File: src/core/watchdog_consts.svh
// Constants for the watchdog timer: offsets, fields, codes, times.
// Assumes inclusion by bare name from the package and the design modules.
`ifndef WATCHDOG_CONSTS_SVH
`define WATCHDOG_CONSTS_SVH

`define WD_ADDR_W          8
`define WD_CONTROL_OFFSET  8'h93
`define WD_RESTART_OFFSET  8'h94
`define WD_IRQ_STAT_OFFSET 8'ha0
`define WD_IRQ_MASK_OFFSET 8'ha1

`define WD_BIT_ENABLE      7
`define WD_BIT_NMI_SEL     6
`define WD_BIT_CAUSE       5
`define WD_CLKSEL_HI       4
`define WD_CLKSEL_LO       3
`define WD_BIT_RESERVED    2
`define WD_LEN_HI          1
`define WD_LEN_LO          0
`define WD_CONTROL_RESET   8'h00
`define WD_CONTROL_WMASK   8'hdb

`define WD_KEY_FIRST       8'ha5
`define WD_KEY_SECOND      8'h5a

`define WD_CLK_SYS         2'h0
`define WD_CLK_RTC         2'h1

`define WD_LOG2_LEN0       27
`define WD_LOG2_LEN1       25
`define WD_LOG2_LEN2       22
`define WD_LOG2_LEN3       18
`define WD_CNT_W           28

`define WD_EVT_TIMEOUT     0
`define WD_EVT_KEY_ABORT   1
`define WD_NUM_EVT         2
`define WD_POR_CAUSE       1'b0

`endif

File: src/core/watchdog_pkg.sv
// Types shared by the watchdog timer modules.
// Assumes the constants header sits on the include path.
`include "watchdog_consts.svh"

package watchdog_pkg;

   typedef struct packed {
      logic                  write;
      logic                  read;
      logic [`WD_ADDR_W-1:0] addr;
      logic [7:0]            wdata;
   } reg_req_t;

   typedef enum logic [0:0] {KEY_IDLE, KEY_ARMED} key_state_t;

   typedef struct packed {
      logic        enable;
      logic        nmi_sel;
      logic [1:0]  clk_sel;
      logic [1:0]  len_sel;
   } wd_ctrl_t;

endpackage

File: src/core/watchdog_counter.sv
// Watchdog count engine: counts ticks, reloads on demand, flags expiry.
// Assumes one clock, synchronous active-low reset, tick as a one-cycle pulse.
`timescale 1ns/1ps
`default_nettype none
`include "watchdog_consts.svh"

module watchdog_counter
   import watchdog_pkg::*;
#(
   parameter int CNT_W     = `WD_CNT_W,
   parameter int LOG2_LEN0 = `WD_LOG2_LEN0,
   parameter int LOG2_LEN1 = `WD_LOG2_LEN1,
   parameter int LOG2_LEN2 = `WD_LOG2_LEN2,
   parameter int LOG2_LEN3 = `WD_LOG2_LEN3
) (
   input  wire logic             sys_clk,
   input  wire logic             rstn,
   input  wire logic             run,
   input  wire logic             tick,
   input  wire logic             reload,
   input  wire logic [1:0]       len_sel,
   output logic                  expire,
   output logic [CNT_W-1:0]      count
);

   typedef struct packed {
      logic [CNT_W-1:0] count;
      logic             expire;
   } cnt_state_t;

   cnt_state_t state;
   cnt_state_t next_state;
   logic [CNT_W-1:0] limit;

   always_comb begin
      case (len_sel)
         2'h0:    limit = CNT_W'(1) << LOG2_LEN0;
         2'h1:    limit = CNT_W'(1) << LOG2_LEN1;
         2'h2:    limit = CNT_W'(1) << LOG2_LEN2;
         default: limit = CNT_W'(1) << LOG2_LEN3;
      endcase
   end

   always_comb begin
      next_state = state;
      next_state.expire = 1'b0;
      if (!run || reload) begin
         next_state.count = '0;
      end else if (tick) begin
         if (state.count + CNT_W'(1) >= limit) begin
            next_state.count  = '0;
            next_state.expire = 1'b1;
         end else begin
            next_state.count = state.count + CNT_W'(1);
         end
      end
   end

   always_ff @(posedge sys_clk) begin
      if (!rstn) begin
         state <= '0;
      end else begin
         state <= next_state;
      end
   end

   assign expire = state.expire;
   assign count  = state.count;

endmodule // watchdog_counter

`default_nettype wire

File: src/core/watchdog_timer.sv
// Watchdog timer: control and restart registers, count, timeout response.
// Assumes a CPU register port with one-cycle strobes, read data next cycle,
// and a debounced RTC tick already synchronous to sys_clk.
//
// What this block does
// - Disabled after reset; bit 7 enables
// - Enable sticks until reset
// - Length field picks 2^27/25/22/18 cycles
// - Clock field picks system or RTC ticks
// - Timeout always sets cause flag bit 5
// - Response bit zero: timeout resets chip
// - Response bit one: timeout raises NMI
// - Cause flag survives own reset only
// - Reset/NMI outputs change on clock edge
// - A5h then 5Ah reloads the counter
// - Any delay allowed between key bytes
// - Restart register write-only, read harmless
// - Bits 5 and 2 read-only, 2 zero
//
// The address-and-strobe port was left to the implementer.
`timescale 1ns/1ps
`default_nettype none
`include "watchdog_consts.svh"

module watchdog_timer
   import watchdog_pkg::*;
#(
   parameter int CNT_W     = `WD_CNT_W,
   parameter int LOG2_LEN0 = `WD_LOG2_LEN0,
   parameter int LOG2_LEN1 = `WD_LOG2_LEN1,
   parameter int LOG2_LEN2 = `WD_LOG2_LEN2,
   parameter int LOG2_LEN3 = `WD_LOG2_LEN3
) (
   input  wire logic        sys_clk,
   input  wire logic        rstn,
   input  wire logic        ext_reset_n,
   input  wire logic        rtc_tick,
   input  wire reg_req_t    reg_req,
   output logic [7:0]       rdata,
   output logic             chip_reset_req,
   output logic             nmi_req,
   output logic             irq
);

   typedef struct packed {
      wd_ctrl_t                  ctrl;
      logic                      cause;
      key_state_t                key;
      logic                      reset_out;
      logic                      nmi_out;
      logic [`WD_NUM_EVT-1:0]    stat;
      logic [`WD_NUM_EVT-1:0]    mask;
      logic [7:0]                rdata;
   } wd_state_t;

   wd_state_t state;
   wd_state_t next_state;

   logic             expire;
   logic             tick;
   logic             key_reload;
   logic             key_abort;
   logic [CNT_W-1:0] count;
   logic             wr_ctrl;
   logic             wr_rst;
   logic [`WD_NUM_EVT-1:0] evt;

   assign wr_ctrl = reg_req.write && reg_req.addr == `WD_CONTROL_OFFSET;
   assign wr_rst  = reg_req.write && reg_req.addr == `WD_RESTART_OFFSET;

   always_comb begin
      case (state.ctrl.clk_sel)
         `WD_CLK_SYS: tick = 1'b1;
         `WD_CLK_RTC: tick = rtc_tick;
         default:     tick = 1'b0;
      endcase
   end

   // armed state waits indefinitely for the second byte
   assign key_reload = wr_rst && state.key == KEY_ARMED
                       && reg_req.wdata == `WD_KEY_SECOND;
   assign key_abort  = wr_rst && state.key == KEY_ARMED
                       && reg_req.wdata != `WD_KEY_SECOND
                       && reg_req.wdata != `WD_KEY_FIRST;

   watchdog_counter #(
      .CNT_W     (CNT_W),
      .LOG2_LEN0 (LOG2_LEN0),
      .LOG2_LEN1 (LOG2_LEN1),
      .LOG2_LEN2 (LOG2_LEN2),
      .LOG2_LEN3 (LOG2_LEN3)
   ) u_counter (
      .sys_clk (sys_clk),
      .rstn    (rstn),
      .run     (state.ctrl.enable),
      .tick    (tick),
      .reload  (key_reload),
      .len_sel (state.ctrl.len_sel),
      .expire  (expire),
      .count   (count)
   );

   assign evt = {key_abort, expire};

   always_comb begin
      next_state = state;
      next_state.reset_out = 1'b0;
      next_state.rdata     = 8'h00;
      if (wr_ctrl) begin
         next_state.ctrl.enable  = state.ctrl.enable
                                 | reg_req.wdata[`WD_BIT_ENABLE];
         next_state.ctrl.nmi_sel = reg_req.wdata[`WD_BIT_NMI_SEL];
         next_state.ctrl.clk_sel =
            reg_req.wdata[`WD_CLKSEL_HI:`WD_CLKSEL_LO];
         next_state.ctrl.len_sel = reg_req.wdata[`WD_LEN_HI:`WD_LEN_LO];
      end
      if (wr_rst) begin
         if (reg_req.wdata == `WD_KEY_FIRST) begin
            next_state.key = KEY_ARMED;
         end else begin
            next_state.key = KEY_IDLE;
         end
      end
      if (expire) begin
         next_state.cause = 1'b1;
         if (state.ctrl.nmi_sel) begin
            next_state.nmi_out = 1'b1;
         end else begin
            next_state.reset_out = 1'b1;
         end
      end
      if (reg_req.write && reg_req.addr == `WD_IRQ_MASK_OFFSET) begin
         next_state.mask = reg_req.wdata[`WD_NUM_EVT-1:0];
      end
      if (reg_req.write && reg_req.addr == `WD_IRQ_STAT_OFFSET) begin
         next_state.stat = state.stat & ~reg_req.wdata[`WD_NUM_EVT-1:0];
      end
      next_state.stat = next_state.stat | evt;
      // NMI drops once software reads the control register
      if (reg_req.read && reg_req.addr == `WD_CONTROL_OFFSET) begin
         next_state.nmi_out = expire && state.ctrl.nmi_sel;
      end
      if (reg_req.read) begin
         case (reg_req.addr)
            `WD_CONTROL_OFFSET: begin
               next_state.rdata = {state.ctrl.enable, state.ctrl.nmi_sel,
                                   state.cause, state.ctrl.clk_sel,
                                   1'b0, state.ctrl.len_sel};
            end
            `WD_IRQ_STAT_OFFSET: begin
               next_state.rdata = 8'(state.stat);
            end
            `WD_IRQ_MASK_OFFSET: begin
               next_state.rdata = 8'(state.mask);
            end
            // Restart register reads zero, no side effect
            default: next_state.rdata = 8'h00;
         endcase
      end
   end

   always_ff @(posedge sys_clk) begin
      if (!rstn) begin
         state.ctrl      <= '0;
         state.key       <= KEY_IDLE;
         state.reset_out <= 1'b0;
         state.nmi_out   <= 1'b0;
         state.stat      <= '0;
         state.mask      <= '0;
         state.rdata     <= 8'h00;
         // Own-timeout reset keeps the cause; external clears it
         if (!ext_reset_n) begin
            state.cause <= `WD_POR_CAUSE;
         end else begin
            state.cause <= next_state.cause;
         end
      end else begin
         state <= next_state;
      end
   end

   assign rdata          = state.rdata;
   assign chip_reset_req = state.reset_out;
   assign nmi_req        = state.nmi_out;
   assign irq            = |(state.stat & state.mask);
endmodule // watchdog_timer

`default_nettype wire

File: config.mk
export PLATFORM = sky130hd
export DESIGN_NAME = watchdog_timer
export DESIGN_NICKNAME = d
export VERILOG_FILES = /design/src/core/watchdog_pkg.sv /design/src/core/watchdog_counter.sv /design/src/core/watchdog_timer.sv
export VERILOG_INCLUDE_DIRS = /design/src /design/src/core
export SDC_FILE = /design/constraint.sdc
export NUM_CORES = 1
export LEC_CHECK = 0
export BUFFER_PORTS_ARGS = -buffer_cell sky130_fd_sc_hd__buf_2
export CAP_MARGIN = 25
export CORE_AREA = 4 4 79 81
export CTS_CLUSTER_DIAMETER = 200
export DETAILED_ROUTE_END_ITERATION = 6
export DIE_AREA = 0 0 83 85
export PLACE_DENSITY_LB_ADDON = 0.12
export SYNTH_ARGS = -nofsm -noshare
export SYNTH_HDL_FRONTEND = slang
export SYNTH_HIERARCHICAL = 1
export SYNTH_SLANG_ARGS = --single-unit
File: constraint.sdc
create_clock -name sys_clk -period 3.4 [get_ports sys_clk]
set_input_delay 1.02 -clock sys_clk [delete_from_list [all_inputs] [get_ports sys_clk]]
set_output_delay 1.02 -clock sys_clk [all_outputs]
set_load 0.05 [all_outputs]
==> load_flow_metrics.sql, run 1 <==
INSERT INTO impl_metrics (metric_group, metric, value, unit) VALUES
('synthesis', 'synth_adder_area_share', '0.02169', ''),
('setup_path', 'worstReg2RegStart', 'u_counter/count[5]$_SDFFE_PP0P_', ''),
('synthesis', 'syn_nets', '373', ''),
('setup_path', 'crit_start', 'u_counter/count[5]$_SDFFE_PP0P_', ''),
('floorplanning', 'initial_core_util', '0.5270', ''),
('grt', 'grt_overflow_total', '0', ''),
('route', 'route.detailed.wl_per_inst', '14.04', 'µm'),
('clocking', 'cts_root_buf', 'sky130_fd_sc_hd__clkbuf_8', ''),
('route', 'drc_errors', '0', ''),
('placed_design', 'port_buffers', '31', ''),
('floorplanning', 'boundaryPins', '33', ''),
('synthesis', 'synth_area_in_xor_xnor', '0.1063', ''),
('setup_path', 'cp.required', '3.64', 'ns'),
('hold_path', 'whs_path_depth', '1', ''),
('grt', 'grt_first_pass_wirelength', '10470', 'µm'),
('layout', 'post-route-cell-area', '3209', 'µm²'),
('setup_path', 'path_max_fanout', '14', ''),
('pwr', 'ir_drop', '160.2', 'µV'),
('synthesis', 'synthesized_area_fraction_occupied_by_ao_oa_aoi_and_oai_cells', '0.09414', ''),
('route', 'detail_route.iter0.violations', '139', ''),
('sta', 'final_hold_viol_count', '0', ''),
('setup_path', 'timing.setup.critical_path_class', 'flop to flop', ''),
('sta', 'finalSetupViolations', '0', ''),
('clocking', 'clk_pin_slew', '0.11', 'ns'),
('synthesis', 'synth.lib_cells_used.distinct', '62', ''),
('sta', 'clock.fmax', '311.0', 'MHz'),
('synthesis', 'postSynthRegisterBits', '50', ''),
('synthesis', 'yosys_warnings', '6', ''),
('clocking', 'tritoncts_clock_tree', 'built', ''),
('sta', 'maxSlewViolCount', '0', ''),
('route', 'routed-via-count', '2465', ''),
('floorplanning', 'die-area', '7055', 'µm²'),
('synthesis', 'synth_simple_gate_area_share', '0.3479', ''),
('floorplanning', 'dieWidth', '83', 'µm'),
('pwr', 'power_density_over_cell_area', '311.6', 'nW/µm²'),
('floorplanning', 'floorplan.die.height', '85', 'µm'),
('synthesis', 'synth_top_family_by_area', 'simple AND/OR/NAND/NOR gates', ''),
('sta', 'setup_total_negative_slack', '0', 'ns'),
('pwr', 'p_leak', '0.001201', 'µW'),
('sta', 'skew', '0.009077', 'ns'),
('layout', 'fin_nets', '401', ''),
('setup_path', 'end_kind', 'flop', ''),
('placed_design', 'post_dp_cell_area', '3063', 'µm²'),
('clocking', 'cts_buffers', '5', ''),
('hold_path', 'holdCritPathClass', 'flop to flop', ''),
('clocking', 'ctsLongestPathBuffers', '2', ''),
('sta', 'timing.hold.ws', '0.4669', 'ns'),
('clocking', 'cts_htree_levels', '2', ''),
('route', 'drt_pre_antenna_iters', '4', ''),
('clocking', 'clkLatencyLatePin', '0.32', 'ns'),
('synthesis', 'synth.cell_area', '2884', 'µm²'),
('sta', 'relSlewSlack', '0.6224', ''),
('sta', 'clock_period_minus_final_worst_setup_slack', '3.216', 'ns'),
('placed_design', 'gpl.final_weighted_congestion', '0.8224', ''),
('pwr', 'report.power.total', '1000', 'µW'),
('run_status', 'status', 'finished, final reports clean', ''),
('grt', 'grt_antenna_before_repair', '0', ''),
('sta', 'tightestPinTransition', '0.5643', 'ns'),
('grt', 'pin_count_of_the_biggest_net_entering_global_routing', '28', ''),
('setup_path', 'setup.reg_to_reg.worst_slack', '0.18', 'ns'),
('route', 'final_antenna_net_count', '0', ''),
('route', 'finalWirelength', '6274', 'µm'),
('setup_path', 'depth_of_the_worst_register_to_register_path', '10', ''),
('run', 'cap_viol_max_count', '0', ''),
('hold_path', 'hold_path.startpoint', 'state[15]$_DFF_P_', ''),
('layout', 'antennaDiodeCount', '0', ''),
('floorplanning', 'rows', '27', ''),
('synthesis', 'portion_of_the_post_synthesis_area_used_by_sequential_elements', '0.3471', ''),
('layout', 'syn_to_final_growth', '11.28', '%'),
('synthesis', 'synthMuxAreaShare', '0.02082', ''),
('layout', 'layout.cells.most_common', 'sky130_fd_sc_hd__dfxtp_1', '');
[cells in the mapped netlist (all sizes together)]
| master | n | share of area |
|---|---|---|
| and3 | 4 | 0.0087 |
| dfxtp | 50 | 0.35 |
| o211ai | 2 | 0.0069 |
| o2111ai | 1 | 0.0030 |
| and4 | 3 | 0.0095 |
| or2 | 3 | 0.0065 |
| a31oi | 4 | 0.0087 |
| a211oi | 3 | 0.0095 |
| buf | 12 | 0.033 |
| a221oi | 1 | 0.0052 |
| nor3 | 12 | 0.023 |
| nor2b | 3 | 0.0065 |
| o21a | 2 | 0.0052 |
| ha | 5 | 0.022 |
| a21oi | 5 | 0.0087 |
| a21boi | 1 | 0.0026 |
| mux2i | 6 | 0.021 |
| nor4 | 7 | 0.028 |
| or3b | 1 | 0.0039 |
| nor3b | 2 | 0.0052 |
| conb | 1 | 0.0013 |
| and3b | 1 | 0.0030 |
| clkbuf | 10 | 0.013 |
| a2111oi | 1 | 0.0030 |
| a311o | 1 | 0.0035 |
| xnor2 | 16 | 0.049 |
| xor2 | 19 | 0.058 |
| nor2 | 52 | 0.071 |
| nand2b | 4 | 0.0087 |
| o22a | 1 | 0.0030 |
| or4 | 4 | 0.012 |
| o21ai | 10 | 0.017 |
| nor4b | 2 | 0.011 |
| and2 | 9 | 0.020 |
| nand4b | 1 | 0.0030 |
| or3 | 3 | 0.0082 |
| a22o | 1 | 0.0030 |
| a211o | 2 | 0.0061 |
| nand4 | 18 | 0.044 |
| nand2 | 30 | 0.039 |
| nand3 | 19 | 0.037 |
| a22oi | 2 | 0.0052 |
| a311oi | 1 | 0.0030 |
| inv | 11 | 0.014 |
[registers in the layout (all words and copies together) (netlist names)]
| register | flops |
|---|---|
| chip_reset_req | 1 |
| state | 12 |
| u_counter/count | 28 |
| u_counter/expire | 1 |
| rdata | 7 |
| nmi_req | 1 |
[area by class of cell]
cell class,count,area [µm²]
Fill cell,522,2263
Timing Repair Buffer,42,237.7
Sequential cell,50,1002
Inverter,11,41.29
Clock inverter,3,28.78
Multi-Input combinational cell,264,1740
Tap cell,72,90.09
Clock buffer,5,68.82
[routing by layer]
layer	vias to the layer above	global-route usage	wire, µm
li1	1263	-	-
met1	1150	0.2300	3036
met2	47	0.2996	2938
met3	5	0.03592	253
met4	0	0.04458	46
met5	-	0	0
[critical path: stages, from the launching register on]
cell and delay, ns:
sky130_fd_sc_hd__dfxtp_1 0.47, sky130_fd_sc_hd__nand4_4 0.13, sky130_fd_sc_hd__or4_4 0.57, sky130_fd_sc_hd__or3_4 0.37
sky130_fd_sc_hd__nor2_1 0.13, sky130_fd_sc_hd__xnor2_1 0.14, sky130_fd_sc_hd__ha_1 0.26, sky130_fd_sc_hd__a211o_1 0.31
sky130_fd_sc_hd__a31oi_4 0.32, sky130_fd_sc_hd__nand3_4 0.26, sky130_fd_sc_hd__nor2_1 0.19
[repair_timing]
action                     CTS  global route
setup endpoints to repair    0            27
setup buffers                0             2
gates resized for setup      0             4
hold buffers                 0             0
[kinds of logic (layout without fill, tap and decap cells)]
kind of cell	Yosys count	in the layout
AND/OR/NAND/NOR	178	179
flip-flops	50	50
AO/OA/AOI/OAI	38	38
XOR/XNOR	35	35
buffers and inverters	33	61
multiplexers	6	6
adder cells (fa/ha/maj)	5	5
other	1	1
[stage by stage]
stage | util | cells | setup slack, ns
after global routing | 0.5864 | 447 | -0.006637
after floorplan | - | 346 | 0.3229
after CTS | 0.5775 | 444 | 0.04201
final | 0.5864 | 447 | 0.1841
after global placement | 0.5597 | 436 | 0.1875
after detailed placement | 0.5597 | 436 | 0.07869
[worst paths after layout]
path                                     end
max reg2reg  u_counter/count[3]$_SDFFE_PP0P_
min reg2reg              rdata[5]$_SDFF_PN0_
max          u_counter/count[3]$_SDFFE_PP0P_
min                      rdata[5]$_SDFF_PN0_
[report_power, final]
group          leakage [µW]  switching, µW  internal (µW)
registers          0.000403          0.134            585
clock network     0.0000506            223            154
logic              0.000747           23.3           14.4
total               0.00120            246            754
Note: power is estimated with default switching activity, not from simulation.
==> run 2: changes to the inputs <==
- BUFFER_PORTS_ARGS: -buffer_cell sky130_fd_sc_hd__buf_2 -> -buffer_cell sky130_fd_sc_hd__buf_4
==> run 2 against run 1 <==
Non-clock buffer count grew 1. Worst hold slack is essentially flat. Clock power grew 32%. Die area is the same. Power grew 13%. Via count grew 1.6%.
==> load_flow_metrics.sql, run 2 (synthesized netlist as in run 1, its figures left out) <==
INSERT INTO impl_metrics (metric_group, metric, value, unit) VALUES
('run_status', 'status', 'finished, final reports clean', ''),
('clocking', 'clk_pin_slew', '0.09', 'ns'),
('floorplanning', 'die-area', '7055', 'µm²'),
('sta', 'maxSlewViolCount', '0', ''),
('layout', 'fin_nets', '402', ''),
('setup_path', 'path_max_fanout', '13', ''),
('setup_path', 'worst_setup_path_start_kind', 'flop', ''),
('pwr', 'p_leak', '0.001238', 'µW'),
('route', 'final_antenna_net_count', '0', ''),
('floorplanning', 'core_region_area', '5473', 'µm²'),
('floorplanning', 'floorplan.die.height', '85', 'µm'),
('setup_path', 'cp.required', '3.59', 'ns'),
('clocking', 'cts_htree_levels', '2', ''),
('hold_path', 'min_delay_worst_endpoint', 'rdata[5]$_SDFF_PN0_', ''),
('floorplanning', 'initial_core_util', '0.5270', ''),
('setup_path', 'worstReg2RegEnd', 'u_counter/count[22]$_SDFFE_PP0P_', ''),
('hold_path', 'hold_path.startpoint', 'state[15]$_DFF_P_', ''),
('route', 'detail_route.iter0.violations', '175', ''),
('route', 'routed-via-count', '2505', ''),
('setup_path', 'timing.setup.critical_path_class', 'flop to flop', ''),
('run', 'cap_viol_max_count', '0', ''),
('clocking', 'clock-sinks', '50', ''),
('sta', 'post-route-period-util', '0.9541', ''),
('floorplanning', 'rows', '27', ''),
('sta', 'final_hold_viol_count', '0', ''),
('placed_design', 'port_buffers', '31', ''),
('layout', 'multiInputGateArea', '1753', 'µm²'),
('setup_path', 'worstReg2RegStart', 'u_counter/count[0]$_SDFFE_PP0P_', ''),
('sta', 'finalSetupViolations', '0', ''),
('clocking', 'tritoncts_clock_tree', 'built', ''),
('route', 'drt_pre_antenna_iters', '7', ''),
('layout', 'most-common-layout-cells', '48 x sky130_fd_sc_hd__nor2_1, 48 x sky130_fd_sc_hd__dfxtp_1, 43 x sky130_fd_sc_hd__buf_4', ''),
('placed_design', 'detailed_place_hpwl', '4451', 'µm'),
('layout', 'syn_to_final_growth', '16.10', '%'),
('layout', 'post-route-cell-area', '3348', 'µm²'),
('grt', 'grt_overflow_total', '0', ''),
('sta', 'skew', '0.008275', 'ns'),
('layout', 'max_ffs_per_register', '28', ''),
('route', 'finalWirelength', '6385', 'µm'),
('clocking', 'ctsLongestPathBuffers', '2', ''),
('route', 'drc_errors', '0', ''),
('clocking', 'clkLatencyLatePin', '0.30', 'ns'),
('placed_design', 'count_of_placed_standard_cells_including_taps', '437', ''),
('sta', 'timing.hold.ws', '0.4669', 'ns'),
('grt', 'grt_first_pass_wirelength', '10600', 'µm'),
('setup_path', 'cp_data_arrival_time', '3.43', 'ns'),
('grt', 'vias_in_the_first_global_route', '2298', ''),
('floorplanning', 'dieWidth', '83', 'µm'),
('clocking', 'cts_root_buf', 'sky130_fd_sc_hd__clkbuf_8', ''),
('grt', 'groute.usage.overall', '0.1804', ''),
('grt', 'grt_antenna_before_repair', '0', ''),
('sta', 'tightestPinTransition', '0.7207', 'ns'),
('setup_path', 'end_kind', 'flop', ''),
('pwr', 'power_density_over_cell_area', '336.3', 'nW/µm²'),
('sta', 'clock_period_minus_final_worst_setup_slack', '3.244', 'ns'),
('hold_path', 'whs_path_depth', '1', ''),
('route', 'routed_via_density', '5.592', ''),
('layout', 'fillers', '520', ''),
('layout', 'regArea', '1003', 'µm²'),
('floorplanning', 'boundaryPins', '33', ''),
('route', 'route.detailed.wl_per_inst', '14.25', 'µm'),
('placed_design', 'post_dp_cell_area', '3148', 'µm²'),
('layout', 'final_layout_size_suffix_gt1_frac', '0.2048', ''),
('clocking', 'cts_buffers', '5', ''),
('placed_design', 'gpl.final_weighted_congestion', '0.8687', ''),
('sta', 'relSlewSlack', '0.5195', ''),
('setup_path', 'depth_of_the_worst_register_to_register_path', '12', ''),
('hold_path', 'holdCritPathClass', 'flop to flop', ''),
('pwr', 'ir_drop', '253.7', 'µV'),
('setup_path', 'setup.reg_to_reg.worst_slack', '0.16', 'ns'),
('grt', 'pin_count_of_the_biggest_net_entering_global_routing', '28', ''),
('sta', 'clock.fmax', '308.3', 'MHz'),
('layout', 'finalNonFillerCells', '448', ''),
('clocking', 'ctsHoldBuffers', '0', ''),
('layout', 'antennaDiodeCount', '0', '');
## run 2: cell type report
| cell class | count | area share |
|---|---|---|
| Tap cell | 72 | 0.02691 |
| Sequential cell | 50 | 0.2997 |
| Clock buffer | 5 | 0.02055 |
| Timing Repair Buffer | 43 | 0.09641 |
| Clock inverter | 3 | 0.02055 |
| Multi-Input combinational cell | 264 | 0.5235 |
| Inverter | 11 | 0.01233 |
## run 2: through the flow
step                  util  power [µW]  TNS, ns  setup WS, ns
floorplan                -       617.0        0        0.3229
global placement    0.5752       642.9        0        0.1203
detailed placement  0.5752       643.4        0       0.04522
CTS                 0.6004        1141        0       0.01332
global route        0.6118        1177  -0.6686      -0.05662
finish              0.6118        1126        0        0.1560
## run 2: report_power, final
| group | total, µW | internal (µW) | switching [µW] |
|---|---|---|---|
| clock | 496 | 295 | 202 |
| combinational | 44.3 | 21.3 | 23.0 |
| sequential | 585 | 585 | 0.129 |
| total | 1130 | 901 | 225 |
## run 2: what timing repair did
item / in CTS / in global routing
endpoints found under the setup margin: 0 / 27
setup buffers: 0 / 2
resized for setup: 0 / 8
## run 2: routing by layer
layer,global-route usage,wire (µm),vias up
met5,0,0,-
met4,0.05795,102,0
met3,0.03592,352,13
met2,0.2879,3003,83
met1,0.2451,2926,1152
li1,-,-,1257
## run 2: critical path, cell delays in order (launching register included)
cell and delay [ns]:
sky130_fd_sc_hd__dfxtp_1 0.39, sky130_fd_sc_hd__ha_2 0.26, sky130_fd_sc_hd__nand3_1 0.19, sky130_fd_sc_hd__nor4_4 0.43, sky130_fd_sc_hd__nand2_1 0.11, sky130_fd_sc_hd__xor2_1 0.15, sky130_fd_sc_hd__ha_1 0.29, sky130_fd_sc_hd__nand4_1 0.09
sky130_fd_sc_hd__a2111oi_0 0.53, sky130_fd_sc_hd__buf_4 0.23, sky130_fd_sc_hd__o211ai_4 0.13, sky130_fd_sc_hd__nand3_4 0.25, sky130_fd_sc_hd__nor2_1 0.08
## run 2: worst max path at each step
stage / from / to / slack (ns) / cells past startpoint
after floorplan: u_counter/count[2]$_SDFFE_PP0P_ / u_counter/count[7]$_SDFFE_PP0P_ / 0.32 / 12
after global placement: u_counter/count[2]$_SDFFE_PP0P_ / u_counter/count[9]$_SDFFE_PP0P_ / 0.12 / 10
after detailed placement: u_counter/count[2]$_SDFFE_PP0P_ / u_counter/count[24]$_SDFFE_PP0P_ / 0.05 / 10
after CTS: u_counter/count[2]$_SDFFE_PP0P_ / u_counter/count[19]$_SDFFE_PP0P_ / 0.01 / 10
after global routing: u_counter/count[0]$_SDFFE_PP0P_ / u_counter/count[23]$_SDFFE_PP0P_ / -0.06 / 13
final: u_counter/count[0]$_SDFFE_PP0P_ / u_counter/count[22]$_SDFFE_PP0P_ / 0.16 / 12
==> run 3: changes to the inputs <==
- ABC_AREA: unset -> 1
- CORE_AREA: 4 4 79 81 -> 4 4 84 86
- DIE_AREA: 0 0 83 85 -> 0 0 88 90
==> run 3 against run 2 <==
Clock power fell by 26%. Non-clock buffer count down 11. Area after synthesis is 17% higher. Largest power group unchanged. Clock skew hardly changed. Sequential power about the same. Highest routed layer unchanged. Routed wire length rose by 16%. Critical endpoint is now u_counter/count[10]$_SDFFE_PP0P_. Global-route usage up 1.3 points.
==> load_flow_metrics.sql, run 3 <==
INSERT INTO impl_metrics (metric_group, metric, value, unit) VALUES
('layout', 'antennaDiodeCount', '0', ''),
('grt', 'grt_antenna_before_repair', '0', ''),
('layout', 'layout.cells.most_common', 'sky130_fd_sc_hd__nand2_1', ''),
('synthesis', 'synth-main-ff-cell', 'sky130_fd_sc_hd__dfxtp_1', ''),
('setup_path', 'path_max_fanout', '13', ''),
('route', 'final_antenna_net_count', '0', ''),
('sta', 'skew', '0.008202', 'ns'),
('run', 'cap_viol_max_count', '0', ''),
('placed_design', 'gpl.final_weighted_congestion', '1.003', ''),
('layout', 'final_layout_size_suffix_gt1_frac', '0.1921', ''),
('clocking', 'cts_root_buf', 'sky130_fd_sc_hd__clkbuf_8', ''),
('grt', 'pin_count_of_the_biggest_net_entering_global_routing', '28', ''),
('synthesis', 'yosys_warnings', '6', ''),
('clocking', 'clk_pin_slew', '0.10', 'ns'),
('hold_path', 'holdCritPathClass', 'flop to flop', ''),
('synthesis', 'yosysTopAreaCellShare', '0.2974', ''),
('clocking', 'cts_buffers', '5', ''),
('grt', 'groute.usage.overall', '0.1932', ''),
('sta', 'relSlewSlack', '0.4409', ''),
('synthesis', 'syn_area_per_cell', '6.639', 'µm²'),
('route', 'route.detailed.wl_per_inst', '12.18', 'µm'),
('setup_path', 'timing.setup.critical_path_class', 'flop to flop', ''),
('synthesis', 'synth.lib_cells_used.distinct', '35', ''),
('synthesis', 'async_flop_share', '0', ''),
('route', 'routed-via-count', '3027', ''),
('synthesis', 'syn-instance-count', '507', ''),
('pwr', 'power_density_over_cell_area', '271.2', 'nW/µm²'),
('pwr', 'report.power.total', '1001', 'µW'),
('synthesis', 'syn_nets', '534', ''),
('synthesis', 'postSynthRegisterBits', '50', ''),
('setup_path', 'critPathBufInv', '1', ''),
('setup_path', 'critPathMaxStageDelay', '0.40', 'ns'),
('sta', 'timing.hold.ws', '0.4230', 'ns'),
('layout', 'max_ffs_per_register', '28', ''),
('sta', 'setup_total_negative_slack', '0', 'ns'),
('sta', 'maxSlewViolCount', '0', ''),
('grt', 'vias_in_the_first_global_route', '2903', ''),
('setup_path', 'worst_setup_path_start_kind', 'flop', ''),
('sta', 'clock.fmax', '329.5', 'MHz'),
('setup_path', 'cp_data_arrival_time', '3.24', 'ns'),
('synthesis', 'synth_edf_count', '0', ''),
('setup_path', 'cp.required', '3.60', 'ns'),
('floorplanning', 'floorplan.die.height', '90', 'µm'),
('layout', 'multiInputGateArea', '2029', 'µm²'),
('setup_path', 'worstPathCellList', 'ha_1 -> inv_2 -> nor2_4 -> nand3_2 -> nor4_2 -> xnor2_1 -> ha_1 -> nand3_1 -> nor2_1 -> nand2_1 -> nor2_1 -> nand2_1 -> nor2_1 -> nand3_1 -> nand2_1 -> nand2_2 -> nand2_2 -> nand2_4 -> nand2_8 -> nor2_4', ''),
('grt', 'grt_overflow_total', '0', ''),
('setup_path', 'crit_slowest_cell', 'sky130_fd_sc_hd__dfxtp_1', ''),
('floorplanning', 'rows', '29', ''),
('floorplanning', 'die-area', '7920', 'µm²'),
('sta', 'final_hold_viol_count', '0', ''),
('layout', 'syn_to_final_growth', '9.665', '%'),
('clocking', 'cts_htree_levels', '2', ''),
('layout', 'fillers', '606', ''),
('floorplanning', 'initial_core_util', '0.5362', ''),
('placed_design', 'detailed_place_hpwl', '5622', 'µm'),
('clocking', 'tritoncts_clock_tree', 'built', ''),
('synthesis', 'portion_of_the_post_synthesis_area_used_by_sequential_elements', '0.2974', ''),
('clocking', 'ctsHoldBuffers', '0', ''),
('run_status', 'status', 'finished, final reports clean', ''),
('clocking', 'clock-sinks', '50', ''),
('layout', 'regArea', '1001', 'µm²'),
('placed_design', 'port_buffers', '31', ''),
('floorplanning', 'core_region_area', '6277', 'µm²'),
('sta', 'clock_period_minus_final_worst_setup_slack', '3.035', 'ns'),
('clocking', 'ctsLongestPathBuffers', '2', ''),
('sta', 'rsz0062_at_grt', 'no', ''),
('synthesis', 'synthMostInstantiatedCell', 'sky130_fd_sc_hd__nand2_1', ''),
('layout', 'most-common-layout-cells', '137 x sky130_fd_sc_hd__nand2_1, 71 x sky130_fd_sc_hd__nor2_1, 59 x sky130_fd_sc_hd__inv_1', ''),
('sta', 'tightestPinTransition', '0.8356', 'ns'),
('pwr', 'ir_drop', '209.2', 'µV'),
('setup_path', 'end_kind', 'flop', ''),
('route', 'detail_route.iter0.violations', '200', ''),
('clocking', 'clkLatencyLatePin', '0.31', 'ns'),
('synthesis', 'cell_taking_the_most_area_after_synthesis', 'sky130_fd_sc_hd__dfxtp_1', ''),
('route', 'drc_errors', '0', ''),
('synthesis', 'synth.area.top_cells', 'sky130_fd_sc_hd__dfxtp_1 30%, sky130_fd_sc_hd__nand2_1 15%, sky130_fd_sc_hd__nor2_4 9.4%', ''),
('floorplanning', 'boundaryPins', '33', ''),
('grt', 'grt_first_pass_wirelength', '12560', 'µm'),
('route', 'routed_via_density', '4.979', ''),
('synthesis', 'synth.cell_area', '3366', 'µm²'),
('setup_path', 'critPathTopFamily', 'simple AND/OR/NAND/NOR gates', ''),
('route', 'finalWirelength', '7408', 'µm'),
('route', 'drt_pre_antenna_iters', '4', ''),
('sta', 'finalSetupViolations', '0', ''),
('sta', 'post-route-period-util', '0.8926', ''),
('pwr', 'p_leak', '0.001422', 'µW'),
('synthesis', 'synthTopCellsByCount', '137 x sky130_fd_sc_hd__nand2_1, 72 x sky130_fd_sc_hd__nor2_1, 59 x sky130_fd_sc_hd__inv_1, 50 x sky130_fd_sc_hd__dfxtp_1, 28 x sky130_fd_sc_hd__nor2_4', ''),
('layout', 'fin_nets', '557', ''),
('floorplanning', 'dieWidth', '88', 'µm');
-- run 3: worst register-to-register path, cell delays in order, from the launching register on --
cell,delay (ns)
sky130_fd_sc_hd__dfxtp_1,0.40
sky130_fd_sc_hd__ha_1,0.27
sky130_fd_sc_hd__inv_2,0.08
sky130_fd_sc_hd__nor2_4,0.19
sky130_fd_sc_hd__nand3_2,0.14
sky130_fd_sc_hd__nor4_2,0.25
sky130_fd_sc_hd__xnor2_1,0.14
sky130_fd_sc_hd__ha_1,0.29
sky130_fd_sc_hd__nand3_1,0.07
sky130_fd_sc_hd__nor2_1,0.11
sky130_fd_sc_hd__nand2_1,0.06
sky130_fd_sc_hd__nor2_1,0.09
sky130_fd_sc_hd__nand2_1,0.05
sky130_fd_sc_hd__nor2_1,0.09
sky130_fd_sc_hd__nand3_1,0.08
sky130_fd_sc_hd__nand2_1,0.07
sky130_fd_sc_hd__nand2_2,0.06
sky130_fd_sc_hd__nand2_2,0.07
sky130_fd_sc_hd__nand2_4,0.10
sky130_fd_sc_hd__nand2_8,0.24
sky130_fd_sc_hd__nor2_4,0.06
-- run 3: layout make-up --
cell class,count,area share
well taps,77,0.02610
repair buffers,32,0.06508
inverters,62,0.06305
multi-input cells,379,0.5498
flip-flops and latches,50,0.2712
clock buffers,5,0.01864
clock inverters,3,0.006102
-- run 3: stage by stage --
stage / worst slack (ns) / instance area, µm² / utilization / std cells
after detailed placement: 0.1948 / 3573 / 0.5693 / 599
after floorplan: 0.6059 / 3366 / - / 507
final: 0.3650 / 3691 / 0.5880 / 608
after global routing: 0.08274 / 3691 / 0.5880 / 608
after global placement: 0.2939 / 3573 / 0.5693 / 599
after CTS: 0.1724 / 3665 / 0.5838 / 607
-- run 3: repair_timing --
item | in CTS | in global routing
buffers inserted | 0 | 0
gates resized for setup | 0 | 2
setup endpoints to repair | 0 | 26
-- run 3: cell families (layout without fill, tap and decap cells) --
group	after synthesis	after routing	synth area share
XOR/XNOR	6	6	0.01562
other	1	1	0.001114
buffers and inverters	79	102	0.1082
AO/OA/AOI/OAI	49	49	0.07844
adder cells (fa/ha/maj)	5	5	0.01859
multiplexers	2	2	0.005948
flip-flops	50	50	0.2974
AND/OR/NAND/NOR	315	316	0.4747
-- run 3: worst paths after layout --
check        slack [ns]                                to  cells after the start                            start
max reg2reg        0.37  u_counter/count[10]$_SDFFE_PP0P_                     20  u_counter/count[0]$_SDFFE_PP0P_
min reg2reg        0.42         chip_reset_req$_SDFF_PN0_                      1           state[20]$_SDFFE_PN0P_
min                0.42         chip_reset_req$_SDFF_PN0_                      1           state[20]$_SDFFE_PN0P_
max                0.37  u_counter/count[10]$_SDFFE_PP0P_                     20  u_counter/count[0]$_SDFFE_PP0P_
-- run 3: power breakdown --
part           switching, µW  internal (µW)
registers              0.147            585
clock network            216            149
logic                   28.6           22.0
-- run 3: layer usage --
| layer | track usage | wire [µm] |
|---|---|---|
| met3 | 0.03108 | 358 |
| met1 | 0.2399 | 3305 |
| met5 | 0 | 0 |
| met4 | 0.07289 | 205 |
| met2 | 0.3285 | 3539 |
